**src/tp_pkg.sv**
```systemverilog
package tp_pkg;
  localparam int          PIN_COUNT     = 8;
  localparam int          SEL_WIDTH     = 3;
  localparam int          MCLK_MHZ      = 250;
  // Clock-debug frequencies in MHz, DBG7 in half-MHz units
  localparam int          DBG0_MHZ      = 60;
  localparam int          DBG1_MHZ      = 30;
  localparam int          DBG7_MHZ      = 15;  // 7.5 MHz held in half-MHz units
  // Half-period counts: toggle every N cycles
  localparam int          DBG0_HALF     = (MCLK_MHZ + DBG0_MHZ) / (2 * DBG0_MHZ);
  localparam int          DBG1_HALF     = MCLK_MHZ / (2 * DBG1_MHZ);
  localparam int          DBG7_HALF     = (MCLK_MHZ * 2) / (2 * DBG7_MHZ);
  localparam int          CNT_W         = 8;
  localparam logic [2:0]  SEL_QUIET     = 3'h0;
  localparam logic [2:0]  SEL_CLK_DEBUG = 3'h2;
  localparam logic [7:0]  DBG_LEVELS    = 8'h68;  // Pins 3,5,6 high, 4 low
  localparam logic [7:0]  ALL_OFF       = 8'h00;
  localparam logic [7:0]  ALL_ON        = 8'hFF;
  localparam logic [1:0]  SRC_DEFAULT   = 2'h0;
  localparam logic [1:0]  SRC_QUIET     = 2'h1;
  localparam logic [1:0]  SRC_CLKDBG    = 2'h2;
  localparam logic [1:0]  SRC_USER      = 2'h3;
  localparam logic [CNT_W-1:0] CNT_ZERO = 8'h00;
  localparam logic [CNT_W-1:0] CNT_ONE  = 8'h01;
  // Variable-rate clock on pin 2: half period from software, default
  localparam logic [CNT_W-1:0] VAR_HALF_DEF = 8'h06;
  // Pin 2 half-period limits: fastest near 20.8 MHz, slowest near 0.7 MHz
  localparam logic [CNT_W-1:0] VAR_HALF_MIN = 8'h06;
  localparam logic [CNT_W-1:0] VAR_HALF_MAX = 8'hB2;
endpackage

```
**src/tp_div_if.sv**
```systemverilog
`timescale 1ns/100ps
interface tp_div_if;
  logic [tp_pkg::CNT_W-1:0] half;
  logic                     run;
  logic                     wave;
  modport owner (output half, output run, input wave);
  modport div (input half, input run, output wave);
endinterface

```
**src/tp_clk_div.sv**
```systemverilog
`timescale 1ns/100ps
module tp_clk_div
  import tp_pkg::*;
(
  input  wire logic mclk_in,
  input  wire logic rst_n_in,
  tp_div_if.div     ctl
);
  logic [CNT_W-1:0] cnt_ff;
  logic [CNT_W-1:0] nxt_cnt;
  logic             wave_ff;
  logic             nxt_wave;

  // Square wave toggling every half counts while run
  always_comb
  begin
    nxt_cnt  = cnt_ff;
    nxt_wave = wave_ff;
    if (!ctl.run)
    begin
      nxt_cnt  = CNT_ZERO;
      nxt_wave = 1'b0;
    end
    else if (cnt_ff + CNT_ONE >= ctl.half)
    begin
      nxt_cnt  = CNT_ZERO;
      nxt_wave = ~wave_ff;
    end
    else
    begin
      nxt_cnt = CNT_W'(cnt_ff + CNT_ONE);
    end
  end

  always_ff @(posedge mclk_in)
  begin
    if (!rst_n_in)
    begin
      cnt_ff  <= CNT_ZERO;
      wave_ff <= 1'b0;
    end
    else
    begin
      cnt_ff  <= nxt_cnt;
      wave_ff <= nxt_wave;
    end
  end

  assign ctl.wave = wave_ff;

  chk_div_stops: assert property (@(posedge mclk_in)
    disable iff (!rst_n_in)
    !ctl.run |=> !wave_ff)
    else $error("Divider wave not low when stopped");
endmodule

```
**src/flat_wrapper.sv**
```systemverilog
// flat-port wrapper written by rule: the top's interface ports become plain ports
module tp_clk_div_flat import tp_pkg::*;
  (mclk_in, rst_n_in, ctl_half, ctl_run, ctl_wave);
  tp_div_if ctl_i ();
  input  wire logic mclk_in;
  input  wire logic rst_n_in;
  input wire logic [$bits(ctl_i.half)-1:0] ctl_half;
  input wire logic [$bits(ctl_i.run)-1:0] ctl_run;
  output wire logic [$bits(ctl_i.wave)-1:0] ctl_wave;
  assign ctl_i.half = ctl_half;
  assign ctl_i.run = ctl_run;
  assign ctl_wave = ctl_i.wave;
  tp_clk_div u_core (.mclk_in(mclk_in), .rst_n_in(rst_n_in), .ctl(ctl_i));
endmodule
```
**config.mk**
```make
export PLATFORM = sky130hd
export DESIGN_NAME = tp_clk_div_flat
export DESIGN_NICKNAME = d
export VERILOG_FILES = /design/src/tp_pkg.sv /design/src/tp_div_if.sv /design/src/tp_clk_div.sv /design/src/flat_wrapper.sv
export SDC_FILE = /design/constraint.sdc
export NUM_CORES = 1
export LEC_CHECK = 0
export BUFFER_PORTS_ARGS = -buffer_cell sky130_fd_sc_hd__buf_2
export CAP_MARGIN = 30
export CORE_AREA = 5 5 42 44
export CTS_CLUSTER_DIAMETER = 30
export DETAILED_ROUTE_END_ITERATION = 10
export DIE_AREA = 0 0 47 49
export GPL_ROUTABILITY_DRIVEN = 0
export PLACE_DENSITY_LB_ADDON = 0.05
export SYNTH_ARGS = -nofsm -noshare
export SYNTH_HDL_FRONTEND = slang
export SYNTH_SLANG_ARGS = --single-unit
export TNS_END_PERCENT = 5
```
**constraint.sdc**
```tcl
create_clock -name mclk_in -period 3.1 [get_ports mclk_in]
set_clock_uncertainty 0.15 [all_clocks]
set_input_delay 0.62 -clock mclk_in [delete_from_list [all_inputs] [get_ports mclk_in]]
set_output_delay 0.62 -clock mclk_in [all_outputs]
set_load 0.02 [all_outputs]
```
==> flow_summary.json, run 1 <==
{
  "cts_buffers": 3,
  "r2r-end": "u_core.cnt_ff[4]",
  "yosysTopAreaCell": "dfxtp_1",
  "status": "finished, final reports clean",
  "rr_startpoint": "u_core.cnt_ff[0]",
  "start_util_pct": 42.4,
  "p_switching_mw": 0.0586,
  "slowest_delay_ps": 400,
  "cap_violations": 0,
  "async_flop_share_pct": 0,
  "final.fill_count": 143,
  "htreeDepth": 1,
  "tightestPinTransition_ps": 361,
  "netlist_instances": 61,
  "tns_ps": 0,
  "slew_headroom_pct": 75.9,
  "drt_iter0_drc": 10,
  "cp_slowest_cell": "dfxtp_1",
  "antenna_left": 0,
  "drt_wl_total_microns": 1040,
  "min_path_cells": 2,
  "ys_top_cells_by_count": "9 x dfxtp_1, 9 x ha_1, 9 x inv_1",
  "synth-edff-count": 0,
  "drive_above_1_share_pct": 25.0,
  "power_frac_comb_pct": 11.7,
  "syn2layout_area_growth_pct": 17.1,
  "cp.arrival_ps": 2510,
  "p_leak_nw": 0.352,
  "synthFlopType": "dfxtp_1",
  "die_height_microns": 49,
  "diodes": 0,
  "reg2reg_slack_ps": 640,
  "rsz0062_at_grt": "false",
  "syn-cell-area_sq_um": 594,
  "synth_top_area_share_pct": 30.3,
  "rows": 14,
  "clock_latency_ps": 270,
  "critPathBufInv": 0,
  "grt_max_degree": 9,
  "clkPwrFrac_pct": 38.7,
  "yosys-top-cells-area": "dfxtp_1 30%, ha_1 19%, xor2_1 5.9%",
  "crit_path_end_kind": "flip-flop",
  "clockRootBuffer": "clkbuf_4",
  "avgSynthCellArea_sq_um": 9.74,
  "grt_pass1_vias": 405,
  "core-area_sq_um": 1400,
  "critical_path_class": "flip-flop to flip-flop",
  "wl_per_cell_microns": 11.3,
  "cts_resized": 0,
  "portBuffers": 11,
  "viasPerCell": 4.96,
  "cp_max_fo": 8,
  "p_int_mw": 0.180,
  "p_seq_share_pct": 49.6,
  "finalSetupViolCount": 0,
  "track_usage_pct": 11.4,
  "dieArea_sq_um": 2300,
  "io_pins": 12,
  "synth_nets": 81,
  "synth_seq_cells": 9,
  "first_pass_iters": 4,
  "swShare_pct": 24.5,
  "fmax_ghz": 0.407,
  "chipWidth_microns": 47,
  "min_from": "u_core.ctl.wave",
  "cts_tree": "yes",
  "drc": 0,
  "drv_slew": 0,
  "required_ps": 3150,
  "min_to": "u_core.ctl.wave",
  "cts_buffer_depth": 2,
  "yosysSeqAreaShare_pct": 30.3,
  "ir_drop_mv": 0.186,
  "clkSinkCount": 9,
  "cp_top_family": "simple AND/OR/NAND/NOR gates",
  "powerDensity_nw_per_um2": 343,
  "vias": 456,
  "crit_top_cell": "ha_1",
  "grt_pass1_wl_microns": 1770,
  "fin_crit_sh_pct": 79.2,
  "hp-class": "flip-flop to flip-flop",
  "yosysWarnings": 0,
  "fin_total_pwr_mw": 0.239,
  "path_clk_slew_ps": 60,
  "cp-start-kind": "flip-flop",
  "dpl.hpwl_microns": 846,
  "fin_nets": 97,
  "min_period_ps": 2460,
  "crit_chain": "ha_1 -> nand3_1 -> nor2_1 -> xor2_1 -> ha_1 -> and2_2 -> a221oi_4 -> o2111ai_4 -> nor2b_1",
  "reg2reg_depth": 9,
  "synth_cell_type_count": 23,
  "ctsHoldBuffers": 0,
  "finalHoldViolCount": 0,
  "antenna_found_initial": 0,
  "gr-total-overflow": 0,
  "cts_setup_buffers": 0
}
[through the flow]
stage / setup WS (ps) / cell area (sq um) / hold slack [ps] / util [%] / cells
detailed placement: 647 / 669 / 325 / 47.8 / 88
CTS: 624 / 696 / 334 / 49.6 / 92
global route: 434 / 696 / 370 / 49.6 / 92
finish: 643 / 696 / 336 / 49.6 / 92
floorplan: 889 / 594 / 295 / - / 61
global placement: 640 / 669 / 313 / 47.8 / 88
[cell type report]
type / instances / area [sq um] / share of cell area [%]
repair buffers: 11 / 55.1 / 7.91
well taps: 16 / 20.0 / 2.88
flip-flops and latches: 9 / 180 / 25.9
inverters: 9 / 33.8 / 4.86
multi-input cells: 43 / 380 / 54.7
clock buffers: 4 / 26.3 / 3.78
[cells in the final DEF, fill, tap and decap left out]
cell type   n
nor2b_2     1
xnor2_1     2
a31oi_2     1
nor2_1      4
buf_2      11
ha_1        9
o21ai_1     1
dfxtp_1     9
nand4_1     1
nand2_1     2
and2_2      1
nor3_1      1
clkbuf_1    1
o2111ai_1   1
mux2i_1     1
clkbuf_4    3
nand2b_1    1
nand3_1     3
a221oi_4    1
xor2_1      4
inv_1       9
a21o_1      1
nor2b_1     5
o2111ai_4   1
a211o_1     1
nand3b_1    1
[worst register-to-register path, delay by kind of cell (launching register included)]
kind / cells / cell delay (ps)
flip-flops: 1 / 400
XOR/XNOR: 1 / 210
adder cells (fa/ha/maj): 2 / 460
AND/OR/NAND/NOR: 4 / 650
AO/OA/AOI/OAI: 2 / 530
[per-layer routing]
metal / routed length (microns) / track usage [%] / up-vias
met4: 52 / 11.1 / 0
met5: 0 / 0 / -
met3: 80 / 2.58 / 5
met1: 438 / 13.4 / 198
met2: 471 / 15.8 / 12
li1: - / - / 241
[how the worst max path moves through the flow]
stage	start	end	slack, ps	cells past startpoint
2_1_floorplan	u_core.cnt_ff[0]	u_core.cnt_ff[2]	890	9
3_3_place_gp	u_core.cnt_ff[0]	u_core.cnt_ff[7]	640	9
3_5_place_dp	u_core.cnt_ff[0]	u_core.cnt_ff[5]	650	9
4_1_cts	u_core.cnt_ff[0]	u_core.cnt_ff[4]	620	9
5_1_grt	u_core.cnt_ff[0]	u_core.cnt_ff[4]	430	9
6_report	u_core.cnt_ff[0]	u_core.cnt_ff[4]	640	9
[registers in the layout, indices dropped and copies added (netlist names)]
signal           cells
u_core.cnt_ff        8
u_core.ctl.wave      1
[cell families (layout without fill, tap and decap cells)]
| family | Yosys count | in the layout | share of synthesized area, % |
|---|---|---|---|
| AOI/OAI and AO/OA | 7 | 7 | 16.0 |
| DFF | 9 | 9 | 30.3 |
| and+or+nand+nor | 20 | 20 | 18.5 |
| xor gates and xnor gates | 6 | 6 | 8.84 |
| adders and majority gates | 9 | 9 | 18.9 |
| buffers and inverters | 9 | 24 | 5.68 |
| muxes | 1 | 1 | 1.68 |
[power groups by stage]
| stage | combinational, mW | sequential (mW) | clock (mW) |
|---|---|---|---|
| after detailed placement | 0.0279 | 0.121 | 0 |
| after floorplan | 0.0176 | 0.121 | 0 |
| final | 0.0279 | 0.118 | 0.0925 |
| after global placement | 0.0277 | 0.121 | 0 |
| after CTS | 0.0284 | 0.118 | 0.0972 |
| after global routing | 0.0321 | 0.119 | 0.101 |
Note: power is estimated with default switching activity, not from simulation.
==> run 2, diff against run 1 <==
==> constraint.sdc (replaced) <==
create_clock -name mclk_in -period 2.5 [get_ports mclk_in]
set_clock_uncertainty 0.15 [all_clocks]
set_input_delay 0.5 -clock mclk_in [delete_from_list [all_inputs] [get_ports mclk_in]]
set_output_delay 0.5 -clock mclk_in [all_outputs]
set_load 0.02 [all_outputs]
==> flow_summary.json, run 2 (synthesized netlist as in run 1, its figures left out) <==
{
  "status": "finished, final reports clean",
  "fin_util_pct": 52.1,
  "drt_iter0_drc": 7,
  "required_ps": 2540,
  "dieArea_sq_um": 2300,
  "htreeDepth": 1,
  "hold-worst-slack_ps": 334,
  "p_switching_mw": 0.0701,
  "cts_buffers": 3,
  "p_leak_nw": 0.361,
  "fmax_ghz": 0.430,
  "clock_latency_ps": 260,
  "antenna_left": 0,
  "reg2reg_slack_ps": 180,
  "clkSinkCount": 9,
  "rsz0062_at_grt": "false",
  "critical_path_class": "flip-flop to flip-flop",
  "cp.arrival_ps": 2360,
  "antenna_found_initial": 0,
  "track_usage_pct": 10.8,
  "gr-total-overflow": 0,
  "largest_reg_flops": 8,
  "syn2layout_area_growth_pct": 22.7,
  "ir_drop_mv": 0.238,
  "post-place-ws_ps": 101,
  "hp-class": "flip-flop to flip-flop",
  "portBuffers": 11,
  "drive_above_1_share_pct": 35.9,
  "crit_path_end_kind": "flip-flop",
  "p_int_mw": 0.225,
  "tns_ps": 0,
  "grt_pass1_wl_microns": 1820,
  "fin_nets": 99,
  "finalSetupViolCount": 0,
  "dpl.hpwl_microns": 864,
  "finalWorstSetupSlack_ps": 175,
  "final_common_cell": "buf_2",
  "first_pass_iters": 3,
  "cap_violations": 0,
  "vias": 446,
  "core-area_sq_um": 1400,
  "slew_headroom_pct": 77.7,
  "grt_max_degree": 9,
  "p_seq_share_pct": 49.7,
  "min_period_ps": 2320,
  "rows": 14,
  "viasPerCell": 4.74,
  "tightestPinTransition_ps": 335,
  "clkPwrFrac_pct": 37.7,
  "die_height_microns": 49,
  "cp_max_fo": 8,
  "swShare_pct": 23.7,
  "drc": 0,
  "path_clk_slew_ps": 60,
  "io_pins": 12,
  "fin_crit_sh_pct": 93.0,
  "clockRootBuffer": "clkbuf_4",
  "cts_buffer_depth": 2,
  "drv_slew": 0,
  "start_util_pct": 42.4,
  "powerDensity_nw_per_um2": 405,
  "final_cell_mix": "11 x buf_2, 9 x inv_1, 8 x ha_1, 6 x dfxtp_1, 5 x nor2b_1",
  "diodes": 0,
  "finalHoldViolCount": 0,
  "cts_tree": "yes",
  "cp-start-kind": "flip-flop",
  "power_frac_comb_pct": 12.6,
  "drt_wl_total_microns": 1030,
  "wl_per_cell_microns": 10.9,
  "grt_pass1_vias": 472,
  "largest-register": "u_core.cnt_ff",
  "chipWidth_microns": 47
}
-- run 2: worst paths after layout --
check / start / cells past startpoint / end
max: u_core.cnt_ff[1] / 9 / u_core.cnt_ff[5]
max reg2reg: u_core.cnt_ff[1] / 9 / u_core.cnt_ff[5]
min: u_core.ctl.wave / 2 / u_core.ctl.wave
min reg2reg: u_core.ctl.wave / 2 / u_core.ctl.wave
-- run 2: stage by stage --
stage	std cells	power, mW	area (sq um)
6_report	94	0.295	729
5_1_grt	94	0.316	729
4_1_cts	94	0.299	711
3_5_place_dp	90	0.187	684
3_3_place_gp	90	0.187	684
2_1_floorplan	61	0.172	594
-- run 2: worst max-delay path: stages (launching register included) --
cell	delay, ps
dfxtp_2	350
ha_2	190
nand3_2	100
nor2_2	100
xor2_1	200
ha_1	250
and2_2	210
a221oi_4	300
o2111ai_4	230
nor2b_1	160
-- run 2: metal layers --
| metal | wire [microns] | vias up | global-route usage (%) | part of all wire [%] |
|---|---|---|---|---|
| li1 | - | 243 | - | - |
| met4 | 12 | 0 | 6.91 | 1.2 |
| met2 | 480 | 7 | 16.3 | 47 |
| met3 | 48 | 2 | 2.21 | 4.7 |
| met5 | 0 | - | 0 | 0 |
| met1 | 486 | 194 | 13.2 | 47 |
-- run 2: power groups by stage --
stage	sequential (mW)	clock, mW	combinational (mW)
after floorplan	0.150	0	0.0218
after global placement	0.150	0	0.0367
after detailed placement	0.150	0	0.0371
after CTS	0.146	0.115	0.0373
after global routing	0.147	0.126	0.0431
final	0.147	0.111	0.0372
-- run 2: repair_timing --
action	4_1_cts	5_1_grt
gates resized for setup	0	7
endpoints found under the setup margin	0	8
hold buffers	0	0
setup buffers	0	0
-- run 2: final cells by class --
type / instances / area, sq um
Fill cell: 140 / 672
Multi-Input combinational cell: 43 / 395
Sequential cell: 9 / 184
Timing Repair Buffer: 13 / 70.1
Inverter: 9 / 33.8
Clock buffer: 4 / 26.3
Tap cell: 16 / 20.0
==> run 3, diff against run 2 <==
--- a/config.mk
+++ b/config.mk
@@ -5,6 +5,7 @@
 export SDC_FILE = /design/constraint.sdc
 export NUM_CORES = 1
 export LEC_CHECK = 0
+export ABC_AREA = 0
 export BUFFER_PORTS_ARGS = -buffer_cell sky130_fd_sc_hd__buf_2
 export CAP_MARGIN = 30
 export CORE_AREA = 5 5 42 44
@@ -13,6 +14,7 @@
 export DIE_AREA = 0 0 47 49
 export GPL_ROUTABILITY_DRIVEN = 0
 export PLACE_DENSITY_LB_ADDON = 0.05
+export REMOVE_ABC_BUFFERS = 1
 export SYNTH_ARGS = -nofsm -noshare
 export SYNTH_HDL_FRONTEND = slang
 export SYNTH_SLANG_ARGS = --single-unit
==> constraint.sdc (replaced) <==
create_clock -name mclk_in -period 2.6 [get_ports mclk_in]
set_clock_uncertainty 0.15 [all_clocks]
set_input_delay 0.52 -clock mclk_in [delete_from_list [all_inputs] [get_ports mclk_in]]
set_output_delay 0.52 -clock mclk_in [all_outputs]
set_load 0.02 [all_outputs]
==> flow_summary.json, run 3 (synthesized netlist as in run 1, its figures left out) <==
{
  "status": "finished, final reports clean",
  "core-area_sq_um": 1400,
  "chipWidth_microns": 47,
  "viasPerCell": 4.88,
  "cap_violations": 0,
  "crit_chain": "nand4_1 -> nor3_1 -> xor2_1 -> ha_1 -> and2_2 -> a221oi_4 -> buf_4 -> o21ai_1 -> mux2i_1",
  "p_leak_nw": 0.365,
  "ir_drop_mv": 0.225,
  "drive_above_1_share_pct": 31.6,
  "io_pins": 12,
  "slew_headroom_pct": 75.6,
  "required_ps": 2600,
  "fmax_ghz": 0.406,
  "dieArea_sq_um": 2300,
  "tns_ps": 0,
  "largest_reg_flops": 8,
  "finalHoldViolCount": 0,
  "cts_buffers": 3,
  "die_height_microns": 49,
  "min_period_ps": 2460,
  "clock_latency_ps": 260,
  "antenna_found_initial": 0,
  "drv_slew": 0,
  "gr-total-overflow": 0,
  "drc": 0,
  "hp-class": "flip-flop to flip-flop",
  "first_pass_iters": 4,
  "fin_cells": 95,
  "final_cell_area_sq_um": 723,
  "clockRootBuffer": "clkbuf_4",
  "crit_path_end_kind": "flip-flop",
  "powerDensity_nw_per_um2": 395,
  "rows": 14,
  "start_util_pct": 42.4,
  "finalWorstSetupSlack_ps": 138,
  "cp_slowest_cell": "dfxtp_2",
  "cts_tree": "yes",
  "largest-register": "u_core.cnt_ff",
  "final_cell_mix": "11 x buf_2, 9 x inv_1, 8 x ha_1, 7 x dfxtp_1, 5 x nor2b_1",
  "post-place-ws_ps": 117,
  "syn2layout_area_growth_pct": 21.7,
  "grt_pass1_vias": 453,
  "placed_cells": 89,
  "cp.arrival_ps": 2460,
  "fin_nets": 100,
  "grt_pass1_wl_microns": 1860,
  "final_common_cell": "buf_2",
  "drt_iter0_drc": 3,
  "critical_path_class": "flip-flop to flip-flop",
  "slowest_delay_ps": 370,
  "grt_max_degree": 9,
  "cts_buffer_depth": 2,
  "hold-worst-slack_ps": 313,
  "portBuffers": 11,
  "cp-start-kind": "flip-flop",
  "track_usage_pct": 11.4,
  "fin_crit_sh_pct": 94.7,
  "path_clk_slew_ps": 60,
  "dpl.hpwl_microns": 840,
  "tightestPinTransition_ps": 365,
  "dpl_cell_area_sq_um": 677,
  "vias": 464,
  "final.fill_count": 144,
  "antenna_left": 0,
  "drt_wl_total_microns": 1080,
  "wl_per_cell_microns": 11.3,
  "fin_util_pct": 51.6,
  "htreeDepth": 1,
  "diodes": 0,
  "finalSetupViolCount": 0,
  "cp_max_fo": 5,
  "fin_total_pwr_mw": 0.285,
  "clkSinkCount": 9
}
==> run 3: changes by cell type in the layout (fill, tap and decap cells not counted), sizes merged <==
cell	change
buf	+1
==> run 3: cell type report <==
cell class              count  area [sq um]  share of cell area [%]
multi-input cells          43           383                    52.9
flip-flops and latches      9           183                    25.3
repair buffers             14          77.6                    10.7
inverters                   9          33.8                    4.67
clock buffers               4          26.3                    3.63
well taps                  16          20.0                    2.77
==> run 3: worst paths after layout <==
check | from | slack (ps) | end | cells after the start
setup / recovery | u_core.cnt_ff[0] | 140 | u_core.ctl.wave | 9
hold / removal | u_core.cnt_ff[0] | 310 | u_core.cnt_ff[0] | 1
setup reg to reg | u_core.cnt_ff[0] | 140 | u_core.ctl.wave | 9
hold reg to reg | u_core.cnt_ff[0] | 310 | u_core.cnt_ff[0] | 1
==> run 3: routing by layer <==
metal	GRT usage (%)	up-vias	wire (microns)	share of wire (%)
met4	5.53	0	19	1.8
met3	5.54	4	48	4.5
met2	18.3	11	512	48
met1	12.0	206	496	46
met5	0	-	0	0
li1	-	243	-	-
==> run 3: where the power goes <==
group / internal, mW / switching (mW) / total, mW / leakage [nW]
sequential: 0.140 / 0.00191 / 0.142 / 0.0736
combinational: 0.0164 / 0.0173 / 0.0338 / 0.277
clock: 0.0592 / 0.0506 / 0.110 / 0.0150
total: 0.215 / 0.0698 / 0.285 / 0.365
==> run 3: timing repair <==
| item | 4_1_cts | 5_1_grt |
|---|---|---|
| hold buffers | 0 | 0 |
| setup endpoints to repair | 0 | 8 |
| setup buffers | 0 | 2 |
| gates resized for setup | 0 | 3 |
==> run 3: critical path: cells and delay by family, from the launching register on <==
family                     cells  cell delay [ps]
buffers and inverters          1              160
adders and majority gates      1              300
xor gates and xnor gates       1              210
DFF                            1              370
and+or+nand+nor                3              660
AOI/OAI and AO/OA              2              370
muxes                          1              130
